`config.mk`:
```
export PLATFORM = sky130hd
export DESIGN_NAME = wcc_config_regs
export DESIGN_NICKNAME = d
export VERILOG_FILES = /design/src/design/wcc_pkg.sv /design/src/design/wcc_config_regs.sv
export VERILOG_INCLUDE_DIRS = /design/src /design/src/design
export SDC_FILE = /design/constraint.sdc
export NUM_CORES = 1
export LEC_CHECK = 0
export ABC_AREA = 1
export BUFFER_PORTS_ARGS = -buffer_cell sky130_fd_sc_hd__buf_2
export CAP_MARGIN = 5
export CORE_MARGIN = 8
export CORE_UTILIZATION = 27
export CTS_CLUSTER_DIAMETER = 80
export DETAILED_ROUTE_END_ITERATION = 7
export SYNTH_ARGS = -nofsm -noshare
export SYNTH_HDL_FRONTEND = slang
export SYNTH_SLANG_ARGS = --single-unit
```
`constraint.sdc`:
```
create_clock -name clock_i -period 1.5 [get_ports clock_i]
set_input_delay 0 -clock clock_i [delete_from_list [all_inputs] [get_ports clock_i]]
set_output_delay 0 -clock clock_i [all_outputs]
set_load 0.02 [all_outputs]
```
`src/design/wcc_regs.svh`:
```
// Offsets, field positions and reset values of the wetting current configuration registers.
// Assumes a 6-bit register index and 24-bit register words from the serial front end.
`ifndef WCC_REGS_SVH
`define WCC_REGS_SVH

`define WCC_ADDR_W        6
`define WCC_DATA_W        24
`define WCC_DIR_OFS       6'h1c
`define WCC_LVL_OFS       6'h1d
`define WCC_DIR_RST       10'h000
`define WCC_LVL_RST       24'h000000
`define WCC_DIR_BITS      10
`define WCC_LVL_INPUTS    12
`define WCC_LVL_CODE_W    3
`define WCC_LSB_PAIR_0_1  0
`define WCC_LSB_PAIR_2_3  3
`define WCC_LSB_INPUT4    6
`define WCC_LSB_INPUT5    9
`define WCC_LSB_PAIR_6_7  12
`define WCC_LSB_PAIR_8_9  15
`define WCC_LSB_INPUT10   18
`define WCC_LSB_INPUT11   21

`endif

```
`src/design/wcc_pkg.sv`:
```
// Types shared by the wetting current configuration block.
// Assumes nothing beyond a SystemVerilog compiler.
package wcc_pkg;

    // Normalised wetting current level handed to the analog current sources
    typedef enum logic [2:0] {
        WCC_LVL_OFF  = 3'h0,
        WCC_LVL_1MA  = 3'h1,
        WCC_LVL_2MA  = 3'h2,
        WCC_LVL_5MA  = 3'h3,
        WCC_LVL_10MA = 3'h4,
        WCC_LVL_15MA = 3'h5
    } wcc_level_t;

endpackage

```
`src/design/wcc_config_regs.sv`:
```
// Wetting current direction register for inputs 0 to 9 and level register for inputs 0 to 11.
// Assumes the serial front end and the input enable register run on the same clock.
`timescale 1ns/1ps
`default_nettype none
`include "wcc_regs.svh"

module wcc_config_regs
    import wcc_pkg::*;
(
    input  wire logic        clock_i,
    input  wire logic        srst_i,
    input  wire logic        wr_en_i,
    input  wire logic        rd_en_i,
    input  wire logic [5:0]  addr_i,
    input  wire logic [23:0] wdata_i,
    input  wire logic [11:0] input_enable_i,
    output logic      [23:0] rdata_o,
    output logic             rvalid_o,
    output logic      [9:0]  sourcing_mode_o,
    output logic      [35:0] wetting_level_o
);

    // Bit position of the level field that serves a given input
    function automatic logic [4:0] field_lsb(input int unsigned idx);
        case (idx)
            0, 1:    field_lsb = 5'(`WCC_LSB_PAIR_0_1);
            2, 3:    field_lsb = 5'(`WCC_LSB_PAIR_2_3);
            4:       field_lsb = 5'(`WCC_LSB_INPUT4);
            5:       field_lsb = 5'(`WCC_LSB_INPUT5);
            6, 7:    field_lsb = 5'(`WCC_LSB_PAIR_6_7);
            8, 9:    field_lsb = 5'(`WCC_LSB_PAIR_8_9);
            10:      field_lsb = 5'(`WCC_LSB_INPUT10);
            default: field_lsb = 5'(`WCC_LSB_INPUT11);
        endcase
    endfunction

    // Raw code to level; the three top codes collapse onto the strongest setting
    function automatic wcc_level_t decode_level(input logic [2:0] code);
        case (code)
            3'h0:    decode_level = WCC_LVL_OFF;
            3'h1:    decode_level = WCC_LVL_1MA;
            3'h2:    decode_level = WCC_LVL_2MA;
            3'h3:    decode_level = WCC_LVL_5MA;
            3'h4:    decode_level = WCC_LVL_10MA;
            default: decode_level = WCC_LVL_15MA;
        endcase
    endfunction

    logic [9:0]  dir_r;
    logic [9:0]  dir_nxt;
    logic [23:0] lvl_r;
    logic [23:0] lvl_nxt;
    logic [23:0] rdata_r;
    logic [23:0] rdata_nxt;
    logic        rvalid_r;
    logic        rvalid_nxt;
    logic [9:0]  src_r;
    logic [9:0]  src_nxt;
    logic [35:0] wl_r;
    logic [35:0] wl_nxt;

    // Register writes
    always_comb begin
        dir_nxt = dir_r;
        lvl_nxt = lvl_r;
        if (wr_en_i && addr_i == `WCC_DIR_OFS) begin
            dir_nxt = wdata_i[9:0];
        end
        if (wr_en_i && addr_i == `WCC_LVL_OFS) begin
            lvl_nxt = wdata_i;
        end
    end

    always_ff @(posedge clock_i) begin
        if (srst_i) begin
            dir_r <= `WCC_DIR_RST;
            lvl_r <= `WCC_LVL_RST;
        end else begin
            dir_r <= dir_nxt;
            lvl_r <= lvl_nxt;
        end
    end

    // Read port; unmapped offsets read zero so other banks can be OR-ed in
    always_comb begin
        rdata_nxt  = rdata_r;
        rvalid_nxt = rd_en_i;
        if (rd_en_i) begin
            case (addr_i)
                `WCC_DIR_OFS: rdata_nxt = {14'h0000, dir_r};
                `WCC_LVL_OFS: rdata_nxt = lvl_r;
                default:      rdata_nxt = 24'h000000;
            endcase
        end
    end

    always_ff @(posedge clock_i) begin
        if (srst_i) begin
            rdata_r  <= 24'h000000;
            rvalid_r <= 1'b0;
        end else begin
            rdata_r  <= rdata_nxt;
            rvalid_r <= rvalid_nxt;
        end
    end

    // Drive to the current sources; disabled inputs are forced off so polling skips them
    always_comb begin
        src_nxt = ~dir_r;
        wl_nxt  = 36'h000000000;
        for (int i = 0; i < `WCC_LVL_INPUTS; i++) begin
            if (input_enable_i[i]) begin
                wl_nxt[3*i +: 3] = decode_level(lvl_r[field_lsb(i) +: 3]);
            end
        end
    end

    always_ff @(posedge clock_i) begin
        if (srst_i) begin
            src_r <= 10'h3ff;
            wl_r  <= 36'h000000000;
        end else begin
            src_r <= src_nxt;
            wl_r  <= wl_nxt;
        end
    end

    assign rdata_o         = rdata_r;
    assign rvalid_o        = rvalid_r;
    assign sourcing_mode_o = src_r;
    assign wetting_level_o = wl_r;
endmodule // wcc_config_regs

`default_nettype wire

```
==> reports/results.ini, run 1 <==
[layout]
final_layout_size_suffix_gt1_share_pct = 23.9
n_antenna_cell = 0
final_common_cell = buf_2
layout.area.seq_um2 = 2100
fin_nets = 648
area_growth_pct = 39.8
multi_input_area_um2 = 1300
final_cell_mix = buf_2, dfxtp_1, nand2_1
fillCellCount = 1396

[worst_setup_path]
r2r_start = lvl_r[2]
required_ns = 1.50
crit_buf_inv = 1
path_delay_family = flip-flops
path_cells = buf_2
crit_path_top_delay_cell = dfxtp_1
worst_setup_path_end_kind = output port
path_class = flip-flop to output port
crit_path_start_kind = flip-flop
cp.arrival_ns = 0.89
r2r_slack_ns = 0.70
critical_path.max_stage_delay_ns = 0.36
worstPathMaxFanout = 2
worstSetupStartpoint = rdata_o[14]

[clock_network]
cts.clk_slew.worst_paths_ns = 0.07
cts_sinks = 105
clock-root-buffer = clkbuf_16
postCtsSetupRepairBufs = 0
insertion_delay_ns = 0.34
clk_path_buf_depth = 2
cts_buffers = 9
htreeDepth = 3
cts_tree = built

[detailed_routing]
detail_route.wl_per_cell_um = 14.0
drc = 0
vias = 3490
vias_per_cell = 4.46
routed_wirelength_um = 10900
ant_nets = 0
drt-pass1-iter-count = 4
drt_iter0_drc = 196

[logic_synthesis]
synth_cells = 458
ys_types = 15
synth_area_um2 = 3650
synth_area_per_cell_um2 = 7.96
synth_sequential_area_ratio_pct = 57.6
ys_ff_latch = 105
synthesis.nets = 504
yosysWarnings = 0

[placed_design]
dp_hpwl_um = 7720
gp_congestion = 0.776
io_buffer_count = 116
dp_slack_ns = 0.354

[min_path]
hold_start = addr_i[0]
hold_path.class = primary input to flip-flop

[outcome]
status = complete, no violations

[floorplanning]
io_pins = 117
start_util_pct = 27.5
row_count = 42
die_w_um = 132
dieHeight_um = 132
die_area_um2 = 17500
core_area_um2 = 13200

[timing]
finalCritPeriodShare_pct = 59.1
max_freq_mhz = 1130
period_minus_slack_ns = 0.887
fin_setup_tns_ns = 0
maxSlewHeadroom_pct = 69.5
hold_viol = 0
tightest_slew_ns = 0.458
clock_skew_ns = 0.00839
worst_slack_ns = 0.613
rsz0062_at_grt = false
setup_viol = 0
slew_viol_final = 0

[power_and_ir_drop]
p_comb_share_pct = 7.6
p_int_mw = 4.48
seq_power_share_pct = 49.2
power.leakage_nw = 2.32
clkPwrFrac_pct = 43.2
ir_worst_vdd_uv = 714
p_switching_mw = 1.31
swShare_pct = 22.6
power.density_nw_per_um2 = 1130

[global_routing]
grt_first_pass_wirelength_um = 17700
track_usage_pct = 12.6
grt_pass1_vias = 3598
grt_max_degree = 53
antenna_found_initial = 0
grt_overflow = 0

[job]
maxCapViolCount = 0

## cells by family (layout without fill, tap and decap cells)
group                  count (synthesis)  after routing  share of synthesized area [%]
and+or+nand+nor                      240            240                           28.3
DFF                                  105            105                           57.6
buffers and inverters                 59            208                           6.62
AOI/OAI and AO/OA                     54             54                           7.41
## layer usage
| layer | share of wire (%) | wire length (um) | track usage (%) |
|---|---|---|---|
| met5 | 0 | 0 | 0 |
| met4 | 1.7 | 185 | 4.67 |
| met3 | 9.2 | 1010 | 6.14 |
| met2 | 50 | 5440 | 21.8 |
| met1 | 39 | 4290 | 12.9 |
## path summary, 6_finish.rpt
check	endpoint	cells after the start
max reg2reg	wetting_level_o[3]	2
max	rdata_o[14]	1
min	dir_r[9]	4
min reg2reg	sourcing_mode_o[3]	1
## state kept, by name (all words and copies together) (netlist names)
name             flops
rvalid_o             1
dir_r               10
lvl_r               24
sourcing_mode_o     10
wetting_level_o     36
rdata_o             24
## per-stage QoR
stage / hold WS, ns / cells / cell area (um2) / utilization (%) / power (mW)
5_1_grt: 0.0368 / 783 / 5100 / 38.5 / 6.02
3_5_place_dp: 0.227 / 731 / 4420 / 33.4 / 3.28
2_1_floorplan: 0.135 / 458 / 3650 / - / 3.11
4_1_cts: 0.0360 / 783 / 5100 / 38.5 / 5.86
3_3_place_gp: 0.223 / 731 / 4420 / 33.4 / 3.28
6_report: 0.0356 / 783 / 5100 / 38.5 / 5.78
## power by group through the flow
stage | registers [mW] | logic [mW] | clock network (mW)
CTS | 2.85 | 0.442 | 2.57
floorplan | 2.95 | 0.160 | 0
finish | 2.85 | 0.439 | 2.50
detailed placement | 2.91 | 0.368 | 0
global placement | 2.91 | 0.364 | 0
global route | 2.85 | 0.485 | 2.68
## timing repair
action,in CTS,in global routing
hold buffers,36,0
gates resized for setup,0,0
endpoints found under the hold margin,70,0
## Yosys cell counts, drive strengths merged
| cell | count | area share, % |
|---|---|---|
| nor2 | 80 | 8.5 |
| inv | 29 | 3.0 |
| clkinv | 1 | 0.10 |
| nand3 | 46 | 6.4 |
| nor3 | 12 | 1.6 |
| buf | 16 | 2.2 |
| dfxtp | 105 | 58 |
| o21ai | 14 | 1.9 |
| a21oi | 40 | 5.5 |
| nand2 | 84 | 8.6 |
| nand4 | 18 | 3.1 |
| clkbuf | 13 | 1.3 |
## layout make-up
cell class / count / share of cell area (%)
inverters: 30 / 2.21
clock buffers: 9 / 4.42
clock inverters: 7 / 1.84
repair buffers: 162 / 20.4
flip-flops and latches: 105 / 41.2
well taps: 176 / 4.32
multi-input cells: 294 / 25.6
Note: power is estimated with default switching activity, not from simulation.
==> run 2, diff against run 1 <==
--- a/config.mk
+++ b/config.mk
@@ -6,7 +6,7 @@
 export SDC_FILE = /design/constraint.sdc
 export NUM_CORES = 1
 export LEC_CHECK = 0
-export ABC_AREA = 1
+export ABC_AREA = 0
 export BUFFER_PORTS_ARGS = -buffer_cell sky130_fd_sc_hd__buf_2
 export CAP_MARGIN = 5
 export CORE_MARGIN = 8
==> constraint.sdc (replaced) <==
create_clock -name clock_i -period 0.9 [get_ports clock_i]
set_input_delay 0 -clock clock_i [delete_from_list [all_inputs] [get_ports clock_i]]
set_output_delay 0 -clock clock_i [all_outputs]
set_load 0.02 [all_outputs]
==> run 2 against run 1 <==
- register-to-register slack worse by 0.66 ns
- setup slack worse by 0.58 ns
- core utilization is 1.6 points higher
- routed wire length is 7.8% lower
==> reports/results.ini, run 2 <==
[logic_synthesis]
synth.most_common_cell = dfxtp_1
ys_ff_latch = 105  ; unchanged
synth_top_area_share_pct = 54.7  ; -3.0 points
ys_top_cells_by_area = dfxtp_1, nand2b_1, mux2i_1, or3b_2, o31ai_1
synth_area_um2 = 3840  ; +5.4%
synth_edf_count = 0  ; unchanged
synth_cells = 362  ; -21%
ys_types = 24  ; +9
synthesis.nets = 408  ; -19%
synth_sequential_area_ratio_pct = 54.7  ; -3.0 points
synth_area_per_cell_um2 = 10.6  ; +33%
yosysTopAreaCell = dfxtp_1
yosysWarnings = 0  ; unchanged
netlist_top_cells_count = dfxtp_1, nand2b_1, mux2i_1
synth_ff_type = dfxtp_1
async_flop_share_pct = 0  ; unchanged

[clock_network]
htreeDepth = 3  ; unchanged
cts.clk_slew.worst_paths_ns = 0.07  ; about the same
cts_buffers = 9  ; unchanged
cts_sinks = 105  ; unchanged
clock-root-buffer = clkbuf_16
clk_path_buf_depth = 2  ; unchanged
postCtsSetupRepairBufs = 0  ; unchanged
insertion_delay_ns = 0.34  ; about the same
cts_tree = built

[timing]
period_minus_slack_ns = 0.862
slew_viol_final = 0  ; unchanged
maxSlewHeadroom_pct = 77.5  ; +8.0 points
tightest_slew_ns = 0.338  ; -0.120 ns
hold_ws_ns = 0.0726  ; +0.0370 ns
hold_viol = 0  ; unchanged
clock_skew_ns = 0.00540  ; -0.00299 ns
finalCritPeriodShare_pct = 95.8
max_freq_mhz = 1160
rsz0062_at_grt = false
setup_viol = 0  ; unchanged

[placed_design]
io_buffer_count = 116  ; unchanged
dp_hpwl_um = 7200  ; -6.8%
gp_congestion = 0.731  ; -5.7%
dp.cells = 651  ; -11%

[worst_setup_path]
required_ns = 1.15  ; -0.35 ns
cp.arrival_ns = 1.11  ; +0.22 ns
r2r_start = rdata_o[15]
path_class = flip-flop to flip-flop
worstPathMaxFanout = 2  ; unchanged
r2r_slack_ns = 0.04  ; -0.66 ns
worst_setup_path_end_kind = flip-flop
worstSetupStartpoint = rdata_o[15]
crit_path_start_kind = flip-flop

[layout]
final_common_cell = buf_2
final_cells = 704  ; -10%
area_growth_pct = 44.8
multi_input_area_um2 = 1660  ; +27%
largest_register_ffs = 36  ; unchanged
layout.area.seq_um2 = 2160  ; +2.6%
fillCellCount = 1384  ; -0.86%
final_cell_mix = buf_2, dfxtp_1, nand2b_1
final_layout_size_suffix_gt1_share_pct = 35.8  ; +12 points
fin_nets = 564  ; -13%

[power_and_ir_drop]
power_mw = 9.34  ; +62%
seq_power_share_pct = 49.5  ; +0.3 points
power.leakage_nw = 2.33  ; +0.69%
p_int_mw = 7.39  ; +65%
power.density_nw_per_um2 = 1680  ; +48%
swShare_pct = 20.9  ; -1.8 points
clkPwrFrac_pct = 44.2  ; +1.0 points
p_switching_mw = 1.95  ; +49%
ir_worst_vdd_uv = 745  ; +4.3%
p_comb_share_pct = 6.3  ; -1.3 points

[min_path]
hold_start = srst_i
hold_path.class = primary input to flip-flop

[global_routing]
grt_max_degree = 41  ; -23%
grt_pass1_vias = 3282  ; -8.8%
grt_busiest_layer = met2
use_met2_pct = 18.1  ; -3.7 points
track_usage_pct = 11.3  ; -1.3 points
antenna_found_initial = 1  ; +1
grt_overflow = 0  ; unchanged
grt_first_pass_wirelength_um = 16300  ; -7.7%
grt_use_met3_pct = 3.04  ; -3.1 points
grt_use_met1_pct = 12.9  ; about the same

[floorplanning]
io_pins = 117  ; unchanged
dieHeight_um = 135  ; +2.4%
start_util_pct = 27.7  ; +0.16 points
die_w_um = 135  ; +2.4%
die_area_um2 = 18300  ; +4.8%
row_count = 43  ; +2.4%
core_area_um2 = 13900  ; +4.8%

[detailed_routing]
ant_nets = 0  ; unchanged
drc = 0  ; unchanged
routed_wirelength_um = 10100  ; -7.8%
drt_iter0_drc = 128  ; -35%
vias = 3021  ; -13%
vias_per_cell = 4.29  ; -3.7%
drt-pass1-iter-count = 4  ; unchanged
detail_route.wl_per_cell_um = 14.3  ; +2.5%

[outcome]
status = complete, no violations

[job]
maxCapViolCount = 0  ; unchanged

==> run 2: worst max-delay path, cell delays in order (launching register included) <==
cell and delay (ns):
dfxtp_4 0.34, or3b_4 0.37, o31ai_2 0.07
==> run 2: cells by family (layout without fill, tap and decap cells) <==
logic type | count (synthesis) | after routing | synth area share (%)
AOI/OAI and AO/OA | 32 | 32 | 6.05
other | 0 | 1 | 0
and+or+nand+nor | 152 | 152 | 24.2
DFF | 105 | 105 | 54.7
muxes | 44 | 44 | 11.5
buffers and inverters | 29 | 190 | 3.61
==> run 2: final timing paths <==
path | end | depth (start not counted)
max | rdata_o[15] | 2
min | rdata_o[17] | 3
max reg2reg | rdata_o[15] | 2
min reg2reg | sourcing_mode_o[9] | 1
==> run 2: per-stage QoR <==
stage	setup slack [ns]	util (%)	setup TNS, ns	area [um2]
6_report	0.0376	40.1	0	5570
5_1_grt	0.000217	40.1	0	5570
4_1_cts	0.00147	39.9	0	5530
3_5_place_dp	-0.219	34.8	-8.07	4830
3_3_place_gp	-0.176	34.8	-6.69	4830
2_1_floorplan	-0.0615	-	-0.672	3930
==> run 2: repair_timing <==
action / CTS / global route
hold buffers: 36 / 0
gates resized for setup: 5 / 11
endpoints found under the setup margin: 5 / 10
hold endpoints to repair: 70 / 0
==> run 2: power groups by stage <==
stage	sequential [mW]	combinational [mW]	clock, mW
floorplan	4.74	0.236	0
global placement	4.73	0.462	0
detailed placement	4.73	0.468	0
CTS	4.62	0.593	4.33
global route	4.62	0.643	4.50
finish	4.62	0.590	4.13
==> run 2: cell type report <==
| type | instances | area share (%) |
|---|---|---|
| Antenna cell | 1 | 0.0449 |
| Sequential cell | 105 | 38.7 |
| Tap cell | 180 | 4.04 |
| Timing Repair Buffer | 169 | 21.1 |
| Clock inverter | 2 | 0.247 |
| Clock buffer | 14 | 5.68 |
| Multi-Input combinational cell | 228 | 29.8 |
| Inverter | 5 | 0.337 |
==> run 2: routing by layer <==
metal | vias up | part of all wire [%]
li1 | 1547 | -
met1 | 1398 | 44
met2 | 62 | 49
met3 | 14 | 4.8
met4 | 0 | 2.6
met5 | - | 0
